**src/verilog/crt_pkg.sv**
```systemverilog
// package for the raster timing controller: register map, fields, types
// assumes a single character clock domain and a synchronous reset
package crt_pkg;

   // pointer values of the indirect register file
   localparam logic [4:0] REG_HORIZ_TOTAL = 5'h00;
   localparam logic [4:0] REG_HORIZ_DISPLAYED = 5'h01;
   localparam logic [4:0] REG_HORIZ_SYNC_POSITION = 5'h02;
   localparam logic [4:0] REG_SYNC_WIDTH = 5'h03;
   localparam logic [4:0] REG_VERT_TOTAL = 5'h04;
   localparam logic [4:0] REG_VERT_TOTAL_ADJUST = 5'h05;
   localparam logic [4:0] REG_VERT_DISPLAYED = 5'h06;
   localparam logic [4:0] REG_VERT_SYNC_POSITION = 5'h07;
   localparam logic [4:0] REG_INTERLACE_MODE = 5'h08;
   localparam logic [4:0] REG_MAX_SCAN_LINE = 5'h09;
   localparam logic [4:0] REG_CURSOR_START_LINE = 5'h0A;
   localparam logic [4:0] REG_CURSOR_END_LINE = 5'h0B;
   localparam logic [4:0] REG_START_ADDRESS_HIGH = 5'h0C;
   localparam logic [4:0] REG_START_ADDRESS_LOW = 5'h0D;
   localparam logic [4:0] REG_CURSOR_ADDRESS_HIGH = 5'h0E;
   localparam logic [4:0] REG_CURSOR_ADDRESS_LOW = 5'h0F;
   localparam logic [4:0] REG_PEN_CAPTURE_HIGH = 5'h10;
   localparam logic [4:0] REG_PEN_CAPTURE_LOW = 5'h11;
   localparam logic [4:0] REG_LAST = 5'h11;

   // field positions
   localparam int CURSOR_MODE_LSB = 5;
   localparam int ADDR_HIGH_WIDTH = 6;

   // cursor modes
   localparam logic [1:0] CUR_STEADY = 2'h0;
   localparam logic [1:0] CUR_HIDDEN = 2'h1;
   localparam logic [1:0] CUR_BLINK16 = 2'h2;
   localparam logic [1:0] CUR_BLINK32 = 2'h3;

   // interlace modes (low two bits)
   localparam logic [1:0] ILM_SYNC = 2'h1;
   localparam logic [1:0] ILM_SYNC_VIDEO = 2'h3;

   // fixed vertical sync length in scan lines
   localparam logic [4:0] VSYNC_LINES = 5'h10;

   // reset values of counters and registers
   localparam logic [7:0] RESET_BYTE = 8'h00;
   localparam logic [13:0] RESET_ADDR = 14'h0000;

   // processor access
   typedef struct packed {
      logic chip_select;
      logic register_select;
      logic write_en;
      logic read_en;
      logic [7:0] wdata;
   } crt_bus_req_t;

   // video side outputs
   typedef struct packed {
      logic horizontal_sync_out;
      logic vertical_sync_out;
      logic display_window_active;
      logic cursor_out;
      logic [13:0] refresh_address;
      logic [4:0] scanline_row_index;
   } crt_video_t;

endpackage

```
**src/verilog/crt_pen_sync.sv**
```systemverilog
// light pen strobe synchroniser and rising edge detector
// assumes the strobe is asynchronous to ref_clk
module crt_pen_sync import crt_pkg::*; (
   // clock and reset
   input wire logic ref_clk,
   input wire logic rst,
   // pin side
   input wire logic pen_pin,
   // core side
   output logic pen_rise
);
   logic meta_reg;
   logic sync_reg;
   logic prev_reg;

   always_ff @(posedge ref_clk) begin
      if (rst) begin
         meta_reg <= 1'b0;
         sync_reg <= 1'b0;
         prev_reg <= 1'b0;
      end else begin
         meta_reg <= pen_pin;
         sync_reg <= meta_reg;
         prev_reg <= sync_reg;
      end
   end

   assign pen_rise = sync_reg & ~prev_reg;

   chk_pen_edge_once: assert property (@(posedge ref_clk) disable iff (rst)
      pen_rise |=> !pen_rise) else $error("pen edge lasted two cycles");
endmodule

```
**src/verilog/crt_raster_timing.sv**
```systemverilog
// raster timing controller: indirect register file, counters, syncs
// assumes one character clock; bus strobes are synchronous to it
// Contract
// (RULE1) select low writes the pointer; select high reaches the named register
// (RULE2) pointer 0 to 17 selects registers in order; above 17 selects none
// (RULE3) line period is horizontal total plus one character clocks
// (RULE4) displayed characters per line; total kept above it by software
// (RULE5) software keeps sync position past displayed, sync end below total
// (RULE6) horizontal sync begins at the sync position count
// (RULE7) sync width low nibble sets pulse length; zero gives no pulse
// (RULE8) vertical sync lasts exactly sixteen scan lines
// (RULE9) vertical total rows plus one, then adjust scan lines
// (RULE10) displayed rows count; software keeps it under vertical total
// (RULE11) vertical sync starts at the sync row position
// (RULE12) interlace bits: 00/10 normal, 01 sync, 11 sync and video
// (RULE13) interlace alternates fields; odd field sync delayed half a line
// (RULE14) sync video mode shows even lines in even field, odd in odd
// (RULE15) software programs odd totals and halves rows for interlace
// (RULE16) cursor line parity picks field; end above max gives full block
// (RULE17) row index wraps after the maximum scan line value
// (RULE18) cursor mode bits: steady, hidden, blink sixteen, blink thirty-two
// (RULE19) cursor end line gives last cursor scan line
// (RULE20) cursor address pair readable; cursor when refresh address matches
// (RULE21) start address is the first refresh address of a frame
// (RULE22) pen strobe rising edge latches the refresh address
// (RULE23) display window off from displayed count to horizontal total
// (RULE24) same addresses repeat on each scan line of a row
// (RULE25) window only when column and row are both inside display
module crt_raster_timing import crt_pkg::*; (
   // clock and reset
   input wire logic ref_clk,
   input wire logic rst,
   // processor port
   input wire crt_bus_req_t bus_req,
   output logic [7:0] bus_rdata,
   // light pen pin
   input wire logic light_pen_strobe,
   // video side
   output crt_video_t video
);
   logic [4:0] index_pointer_reg;
   logic [7:0] horiz_total_reg;
   logic [7:0] horiz_displayed_reg;
   logic [7:0] horiz_sync_position_reg;
   logic [7:0] sync_width_reg;
   logic [6:0] vert_total_reg;
   logic [4:0] vert_total_adjust_reg;
   logic [6:0] vert_displayed_reg;
   logic [6:0] vert_sync_position_reg;
   logic [5:0] interlace_mode_reg;
   logic [4:0] max_scan_line_reg;
   logic [6:0] cursor_start_line_reg;
   logic [4:0] cursor_end_line_reg;
   logic [13:0] start_address_reg;
   logic [13:0] cursor_address_reg;
   logic [13:0] pen_capture_reg;

   logic [7:0] hcount_reg;
   logic [4:0] line_reg;
   logic [6:0] row_reg;
   logic [4:0] adj_reg;
   logic in_adjust_reg;
   logic [13:0] row_base_reg;
   logic [13:0] addr_reg;
   logic [3:0] hsync_cnt_reg;
   logic [4:0] vsync_cnt_reg;
   logic vsync_pend_reg;
   logic odd_field_reg;
   logic [4:0] blink_reg;
   logic hsync_reg;
   logic de_reg;
   logic cursor_reg;
   logic [4:0] ra_reg;
   logic [13:0] ma_reg;

   logic access;
   logic [4:0] lines_max;
   logic line_end;
   logic row_end;
   logic frame_end;
   logic interlaced;
   logic vid_mode;
   logic [4:0] line_next;
   logic pen_rise;
   logic half_line;

   function automatic logic reg_write(input crt_bus_req_t r,
                                      input logic [4:0] ptr,
                                      input logic [4:0] which);
      reg_write = r.chip_select & r.register_select & r.write_en &
                  (ptr == which);
   endfunction

   assign access = bus_req.chip_select & bus_req.register_select;
   assign interlaced = interlace_mode_reg[0]; // RULE12
   assign vid_mode = interlace_mode_reg[1:0] == ILM_SYNC_VIDEO; // RULE12
   // sync video mode steps two lines at a time
   assign lines_max = max_scan_line_reg;

   // pointer write
   always_ff @(posedge ref_clk) begin
      if (bus_req.chip_select & ~bus_req.register_select &
          bus_req.write_en) begin
         index_pointer_reg <= bus_req.wdata[4:0]; // RULE1
      end
   end

   // register file writes; control registers survive reset
   always_ff @(posedge ref_clk) begin
      if (reg_write(bus_req, index_pointer_reg, REG_HORIZ_TOTAL))
         horiz_total_reg <= bus_req.wdata; // RULE2
      if (reg_write(bus_req, index_pointer_reg, REG_HORIZ_DISPLAYED))
         horiz_displayed_reg <= bus_req.wdata; // RULE4
      if (reg_write(bus_req, index_pointer_reg, REG_HORIZ_SYNC_POSITION))
         horiz_sync_position_reg <= bus_req.wdata;
      if (reg_write(bus_req, index_pointer_reg, REG_SYNC_WIDTH))
         sync_width_reg <= bus_req.wdata;
      if (reg_write(bus_req, index_pointer_reg, REG_VERT_TOTAL))
         vert_total_reg <= bus_req.wdata[6:0];
      if (reg_write(bus_req, index_pointer_reg, REG_VERT_TOTAL_ADJUST))
         vert_total_adjust_reg <= bus_req.wdata[4:0];
      if (reg_write(bus_req, index_pointer_reg, REG_VERT_DISPLAYED))
         vert_displayed_reg <= bus_req.wdata[6:0]; // RULE10
      if (reg_write(bus_req, index_pointer_reg, REG_VERT_SYNC_POSITION))
         vert_sync_position_reg <= bus_req.wdata[6:0];
      if (reg_write(bus_req, index_pointer_reg, REG_INTERLACE_MODE))
         interlace_mode_reg <= bus_req.wdata[5:0];
      if (reg_write(bus_req, index_pointer_reg, REG_MAX_SCAN_LINE))
         max_scan_line_reg <= bus_req.wdata[4:0];
      if (reg_write(bus_req, index_pointer_reg, REG_CURSOR_START_LINE))
         cursor_start_line_reg <= bus_req.wdata[6:0];
      if (reg_write(bus_req, index_pointer_reg, REG_CURSOR_END_LINE))
         cursor_end_line_reg <= bus_req.wdata[4:0];
      if (reg_write(bus_req, index_pointer_reg, REG_START_ADDRESS_HIGH))
         start_address_reg[13:8] <= bus_req.wdata[5:0];
      if (reg_write(bus_req, index_pointer_reg, REG_START_ADDRESS_LOW))
         start_address_reg[7:0] <= bus_req.wdata;
      if (reg_write(bus_req, index_pointer_reg, REG_CURSOR_ADDRESS_HIGH))
         cursor_address_reg[13:8] <= bus_req.wdata[5:0]; // RULE20
      if (reg_write(bus_req, index_pointer_reg, REG_CURSOR_ADDRESS_LOW))
         cursor_address_reg[7:0] <= bus_req.wdata;
   end

   // read mux: only cursor and pen pairs read back; others read zero
   always_ff @(posedge ref_clk) begin
      if (rst) begin
         bus_rdata <= RESET_BYTE;
      end else if (access & bus_req.read_en) begin
         case (index_pointer_reg) // RULE2
            REG_CURSOR_ADDRESS_HIGH:
               bus_rdata <= {2'h0, cursor_address_reg[13:8]}; // RULE20
            REG_CURSOR_ADDRESS_LOW: bus_rdata <= cursor_address_reg[7:0];
            REG_PEN_CAPTURE_HIGH:
               bus_rdata <= {2'h0, pen_capture_reg[13:8]}; // RULE22
            REG_PEN_CAPTURE_LOW: bus_rdata <= pen_capture_reg[7:0];
            default: bus_rdata <= RESET_BYTE;
         endcase
      end
   end

   // light pen capture
   crt_pen_sync u_pen (
      .ref_clk(ref_clk),
      .rst(rst),
      .pen_pin(light_pen_strobe),
      .pen_rise(pen_rise)
   );

   always_ff @(posedge ref_clk) begin
      if (pen_rise) begin
         pen_capture_reg <= ma_reg; // RULE22
      end
   end

   // horizontal counter
   assign line_end = hcount_reg == horiz_total_reg; // RULE3
   assign half_line =
      hcount_reg == {1'b0, horiz_total_reg[7:1]} + 8'h01; // RULE13
   always_ff @(posedge ref_clk) begin
      if (rst) begin
         hcount_reg <= RESET_BYTE;
      end else if (line_end) begin
         hcount_reg <= RESET_BYTE; // RULE3
      end else begin
         hcount_reg <= hcount_reg + 8'h01;
      end
   end

   // scan line and row counters
   assign line_next = vid_mode ? line_reg + 5'h02 : line_reg + 5'h01;
   assign row_end = ~in_adjust_reg &
      (vid_mode ? line_reg[4:1] >= lines_max[4:1] : line_reg == lines_max);
   assign frame_end = in_adjust_reg ? adj_reg + 5'h01 >= vert_total_adjust_reg
      : (row_end & row_reg == vert_total_reg & vert_total_adjust_reg == 5'h00);

   always_ff @(posedge ref_clk) begin
      if (rst) begin
         line_reg <= 5'h00;
         row_reg <= 7'h00;
         adj_reg <= 5'h00;
         in_adjust_reg <= 1'b0;
         odd_field_reg <= 1'b0;
      end else if (line_end) begin
         if (frame_end) begin
            in_adjust_reg <= 1'b0;
            adj_reg <= 5'h00;
            row_reg <= 7'h00;
            odd_field_reg <= interlaced ? ~odd_field_reg : 1'b0; // RULE13
            line_reg <= (vid_mode & interlaced & ~odd_field_reg) ?
               5'h01 : 5'h00; // RULE14
         end else if (in_adjust_reg) begin
            adj_reg <= adj_reg + 5'h01; // RULE9
         end else if (row_end) begin
            line_reg <= vid_mode ? {4'h0, odd_field_reg} : 5'h00; // RULE17
            if (row_reg == vert_total_reg) begin
               in_adjust_reg <= 1'b1; // RULE9
            end else begin
               row_reg <= row_reg + 7'h01;
            end
         end else begin
            line_reg <= line_next;
         end
      end
   end

   // refresh address: row base repeats for each line of the row
   always_ff @(posedge ref_clk) begin
      if (rst) begin
         row_base_reg <= RESET_ADDR;
         addr_reg <= RESET_ADDR;
      end else if (line_end) begin
         if (frame_end) begin
            row_base_reg <= start_address_reg; // RULE21
            addr_reg <= start_address_reg;
         end else if (row_end) begin
            row_base_reg <= row_base_reg + {6'h00, horiz_displayed_reg};
            addr_reg <= row_base_reg + {6'h00, horiz_displayed_reg};
         end else begin
            addr_reg <= row_base_reg; // RULE24
         end
      end else begin
         addr_reg <= addr_reg + 14'h0001;
      end
   end

   // horizontal sync
   always_ff @(posedge ref_clk) begin
      if (rst) begin
         hsync_cnt_reg <= 4'h0;
         hsync_reg <= 1'b0;
      end else if (hcount_reg == horiz_sync_position_reg &
                   sync_width_reg[3:0] != 4'h0) begin
         hsync_reg <= 1'b1; // RULE6
         hsync_cnt_reg <= sync_width_reg[3:0] - 4'h1; // RULE7
      end else if (hsync_cnt_reg != 4'h0) begin
         hsync_cnt_reg <= hsync_cnt_reg - 4'h1;
      end else begin
         hsync_reg <= 1'b0;
      end
   end

   // vertical sync: starts at line start, or half a line later odd field
   always_ff @(posedge ref_clk) begin
      if (rst) begin
         vsync_cnt_reg <= 5'h00;
         vsync_pend_reg <= 1'b0;
      end else begin
         if (line_end & row_end & ~frame_end &
             row_reg + 7'h01 == vert_sync_position_reg) begin
            vsync_pend_reg <= 1'b1; // RULE11
         end else if (vsync_pend_reg & (~odd_field_reg | half_line)) begin
            vsync_pend_reg <= 1'b0; // RULE13
         end
         if (vsync_pend_reg & (~odd_field_reg | half_line)) begin
            vsync_cnt_reg <= VSYNC_LINES; // RULE8
         end else if (vsync_cnt_reg != 5'h00 &
                      (odd_field_reg ? half_line : hcount_reg == 8'h00)) begin
            vsync_cnt_reg <= vsync_cnt_reg - 5'h01;
         end
      end
   end

   // blink divider on field rate
   always_ff @(posedge ref_clk) begin
      if (rst) begin
         blink_reg <= 5'h00;
      end else if (line_end & frame_end) begin
         blink_reg <= blink_reg + 5'h01;
      end
   end

   // window, cursor, row index
   always_ff @(posedge ref_clk) begin
      logic cur_line;
      logic cur_en;
      logic [4:0] cs;
      cs = cursor_start_line_reg[4:0];
      cur_line = line_reg >= cs & (line_reg <= cursor_end_line_reg |
         cursor_end_line_reg > max_scan_line_reg); // RULE19 RULE16
      case (cursor_start_line_reg[6:CURSOR_MODE_LSB]) // RULE18
         CUR_STEADY: cur_en = 1'b1;
         CUR_HIDDEN: cur_en = 1'b0;
         CUR_BLINK16: cur_en = blink_reg[3];
         CUR_BLINK32: cur_en = blink_reg[4];
         default: cur_en = 1'b0;
      endcase
      if (rst) begin
         de_reg <= 1'b0;
         cursor_reg <= 1'b0;
         ra_reg <= 5'h00;
         ma_reg <= RESET_ADDR;
      end else begin
         de_reg <= hcount_reg < horiz_displayed_reg &
            row_reg < vert_displayed_reg & ~in_adjust_reg; // RULE23 RULE25
         cursor_reg <= cur_en & cur_line & ~in_adjust_reg &
            hcount_reg < horiz_displayed_reg &
            addr_reg == cursor_address_reg; // RULE20
         ra_reg <= line_reg; // RULE17
         ma_reg <= addr_reg; // RULE24
      end
   end

   assign video.horizontal_sync_out = hsync_reg;
   assign video.vertical_sync_out = vsync_cnt_reg != 5'h00;
   assign video.display_window_active = de_reg;
   assign video.cursor_out = cursor_reg;
   assign video.refresh_address = ma_reg;
   assign video.scanline_row_index = ra_reg;

   chk_hcount_wrap: assert property (@(posedge ref_clk) disable iff (rst)
      line_end |=> hcount_reg == 8'h00) // RULE3
      else $error("horizontal count did not wrap");
   chk_hsync_none: assert property (@(posedge ref_clk) disable iff (rst)
      sync_width_reg[3:0] == 4'h0 && !hsync_reg |=> !hsync_reg) // RULE7
      else $error("sync pulse with zero width");
   chk_window_blank: assert property (@(posedge ref_clk) disable iff (rst)
      hcount_reg >= horiz_displayed_reg |=> !de_reg) // RULE23
      else $error("window active in blanking");
   chk_window_rows: assert property (@(posedge ref_clk) disable iff (rst)
      row_reg >= vert_displayed_reg |=> !de_reg) // RULE25
      else $error("window active below display rows");
   chk_pointer_load: assert property (@(posedge ref_clk)
      bus_req.chip_select && !bus_req.register_select && bus_req.write_en
      |=> index_pointer_reg == $past(bus_req.wdata[4:0])) // RULE1
      else $error("pointer not loaded");
   chk_start_addr: assert property (@(posedge ref_clk) disable iff (rst)
      line_end && frame_end |=> addr_reg == $past(start_address_reg)) // RULE21
      else $error("frame did not start at start address");
   chk_row_repeat: assert property (@(posedge ref_clk) disable iff (rst)
      line_end && !row_end && !frame_end |=> addr_reg == row_base_reg) // RULE24
      else $error("line did not repeat row addresses");
   chk_pen_latch: assert property (@(posedge ref_clk) disable iff (rst)
      pen_rise |=> pen_capture_reg == $past(ma_reg)) // RULE22
      else $error("pen capture missed");
   chk_vsync_len: assert property (@(posedge ref_clk) disable iff (rst)
      vsync_pend_reg && (!odd_field_reg || half_line)
      |=> vsync_cnt_reg == VSYNC_LINES) // RULE8
      else $error("vertical sync length wrong");
endmodule
```
**config.mk**
```make
export PLATFORM = sky130hd
export DESIGN_NAME = crt_raster_timing
export DESIGN_NICKNAME = d
export VERILOG_FILES = /design/src/verilog/crt_pkg.sv /design/src/verilog/crt_pen_sync.sv /design/src/verilog/crt_raster_timing.sv
export SDC_FILE = /design/constraint.sdc
export NUM_CORES = 1
export LEC_CHECK = 0
export ABC_AREA = 1
export BUFFER_PORTS_ARGS = -buffer_cell sky130_fd_sc_hd__buf_2
export CAP_MARGIN = 20
export CORE_UTILIZATION = 25
export DETAILED_ROUTE_END_ITERATION = 8
export RECOVER_POWER = 100
export SYNTH_ARGS = -nofsm -noshare
export SYNTH_HDL_FRONTEND = slang
export SYNTH_SLANG_ARGS = --single-unit
```
**constraint.sdc**
```tcl
create_clock -name ref_clk -period 6.6 [get_ports ref_clk]
set_input_delay 0.66 -clock ref_clk [delete_from_list [all_inputs] [get_ports ref_clk]]
set_output_delay 0.66 -clock ref_clk [all_outputs]
set_load 0.02 [all_outputs]
```
==> results.md <==
- Sequential fraction of design power: around half
- Tcrit/Tclk final: 67.0%
- Min-Delay Path Class: primary input to flip-flop
- Sequential area share after synthesis: 51.8%
- Final WL: ~27000 um
- Initial antenna violation count: 0
- Layout cells sized above 1: 4.84%
- Clk buf depth: 3
- CP Max Fanout: 52
- FF+latch area: roughly 0.0057 mm^2
- Largest net degree at the start of global routing: between 50 and 60
- Largest family of logic cells by synthesized area: simple AND/OR/NAND/NOR gates
- CP startpoint kind: primary input
- Status: finished, violations left
- Worst R2R End: line_reg[3]$_SDFFE_PP0P_
- Crit Reg-Reg Startpoint: line_reg[1]$_SDFFE_PP0P_
- Vias/cell: roughly 4.4
- Mapped Area: about 0.011 mm^2
- CTS tree: done
- Post-synth EDFFs: 120
- Via count of the first global-routing pass: 8137
- Clock power frac: 45.5%
- Global route overflow: 0
- Netlist cell types: 45
- Final nets: 1375
- Top Ports: 46
- Synth Area in Simple Gates: 22.7%
- Synth Area per Inst: 8.72 um^2
- Slew HR: -78.1%
- Sw frac: around 23%
- Syn nets: 1327
- PortBufs: 45
- Crit path time final: 4420 ps
- Comb power frac: 5.3%
- Flops & latches, synth: about 220
- FF-to-FF setup slack: 2180 ps
- Clock skew: 18.4 ps
- RSZ-0062 raised after global routing: false
- Die Span Y: 211 um
- Mux contribution to synthesized area: 0%
- Final hold slack: 334 ps
- Multi-input gate area: between 0.004 and 0.005 mm^2
- Die ar.: 0.0446 mm^2
- Post-route setup TNS: 0 ps
- Hpwl dp: 19500 um
- Most common flop cell mapped by yosys: edfxtp_1
- Crit path capture: addr_reg[8]$_SDFF_PP0_
- CP Class: primary input to flip-flop
- DIE WIDTH: 211 um
- Pwr dens: approximately 240 mW/mm^2
- Failing checks: capacitance limit, slew limit
- Clock sinks: 223
- Worst Tran Pin Value: 2670 ps
- P&R area growth vs syn: 14.1%
- First-pass GRT wire length: 43000 um
- Leak: roughly 0.0052 uW
- Total setup buffers inserted after CTS: 0
- R2r worst-path depth: 15
- WP data arrival: 4730 ps
- Async set or reset register ratio after synthesis: 0%
- ANT cells: 0
- Synth Warn #: 0
- Fmax: 226 MHz
- CP Data Required Time: slightly below 7000 ps
- ANT nets after route: 0
- Core area: 0.0431 mm^2
- Clock root buffer: clkbuf_16
- Post-Synthesis Cells: 1254
- CP Launch Point: rst
- Clk Latency, worst-skew pair: between 500 and 600 ps
- Final hold vios: 0
- Leading cell type in the layout, fill and taps excluded: nand2_1
- Initial detailed-routing violation count: 601
- Adder-cell area share of the yosys netlist: 6.70%
- Global placer's final weighted congestion: 0.850
- Cts hold-fix bufs: 0
- Post-CTS sizing: 0
- # setup viols final: 0
- VDD IR max: approximately 0.21 mV
- Most frequent cells in the layout: nand2_1, inv_1, nor2_1, edfxtp_1, dfxtp_1
- DR pass1 iterations: 5
- Power Internal: between 2000 and 2500 uW
- Clock transition at path regs: 60 ps
- All-Layer GR Usage: 12.3%
- CP endpoint kind: flip-flop
- # DRC: 0
- CTS buffer count: 25
- Row count: 76
- Via count: 8433
- Synth Area in XOR/XNOR: approximately 4.1%
- Synth Area in Compound Gates: 7.29%
- H-tree Lvls: 1
- Max_cap viols: 2
- WL per Instance: ~14 um
- Starting Density: 25.4%
- Max-slew violations: between 80 and 90
- Switch Pwr: between 600 and 700 uW
- Filler instances: 4572
==> cells in the mapped netlist (all sizes together), types with 12 or more instances <==
cell type	instances	share of area, %
nor2	138	5.0
a21oi	62	2.9
or2	12	0.69
buf	18	1.2
nand3	76	3.6
dfxtp	103	19
o21ai	54	2.5
xnor2	17	1.4
inv	173	5.9
nand2	309	11
ha	57	6.5
xor2	34	2.7
nor3	18	0.92
edfxtp	120	33
nand4	21	1.2
==> power by group through the flow <==
stage                     sequential [uW]  combinational (uW)  clock (uW)
after global placement               1530                 160           0
final                                1500                 162        1390
after floorplan                      1530                 105           0
after CTS                            1500                 167        1410
after detailed placement             1530                 166           0
after global routing                 1500                 184        1470
==> worst max-delay path, stage by stage <==
cell      delay (ps)
buf_2             70
clkbuf_1        1880
inv_1            950
nand2_1          710
a21oi_1           80
o21ai_0          190
o21ai_0          150
==> layer usage <==
metal / routed length, um / part of all wire [%] / track usage (%)
met1: 12600 / 46 / 16.3
met3: 1350 / 4.9 / 1.99
met4: 782 / 2.9 / 3.67
met2: 12600 / 46 / 20.3
met5: 0 / 0 / 0
==> how the worst min path moves through the flow <==
stage,from,to,depth (start not counted),slack [ps]
global route,light_pen_strobe,u_pen.meta_reg$_SDFF_PP0_,3,350
finish,light_pen_strobe,u_pen.meta_reg$_SDFF_PP0_,3,330
CTS,light_pen_strobe,u_pen.meta_reg$_SDFF_PP0_,3,320
global placement,u_pen.meta_reg$_SDFF_PP0_,u_pen.sync_reg$_SDFF_PP0_,2,400
detailed placement,u_pen.meta_reg$_SDFF_PP0_,u_pen.sync_reg$_SDFF_PP0_,2,400
floorplan,u_pen.meta_reg$_SDFF_PP0_,u_pen.sync_reg$_SDFF_PP0_,2,390
==> final cells by class <==
class | count | share of cell area [%]
well taps | 585 | 5.86
repair buffers | 47 | 1.46
inverters | 173 | 5.20
clock buffers | 38 | 5.98
flip-flops and latches | 223 | 45.4
multi-input cells | 832 | 35.4
clock inverters | 8 | 0.662
==> logic make-up after synthesis <==
| family | Yosys count |
|---|---|
| compound gates | 143 |
| flops | 223 |
| buf+inv | 199 |
| xor+xnor | 51 |
| fa+ha+maj | 58 |
| simple gates | 580 |
==> per-stage QoR <==
step	power, uW	cell area, um^2	worst slack [ps]	cells	util, %
floorplan	1630	10900	4400	1254	-
global placement	1690	11700	3630	1859	27.3
detailed placement	1700	11700	3580	1859	27.3
CTS	3080	12600	3710	1905	29.2
global route	3160	12500	1750	1906	29.0
finish	3050	12500	2180	1906	29.0
Power figures use the tool's default switching activity.
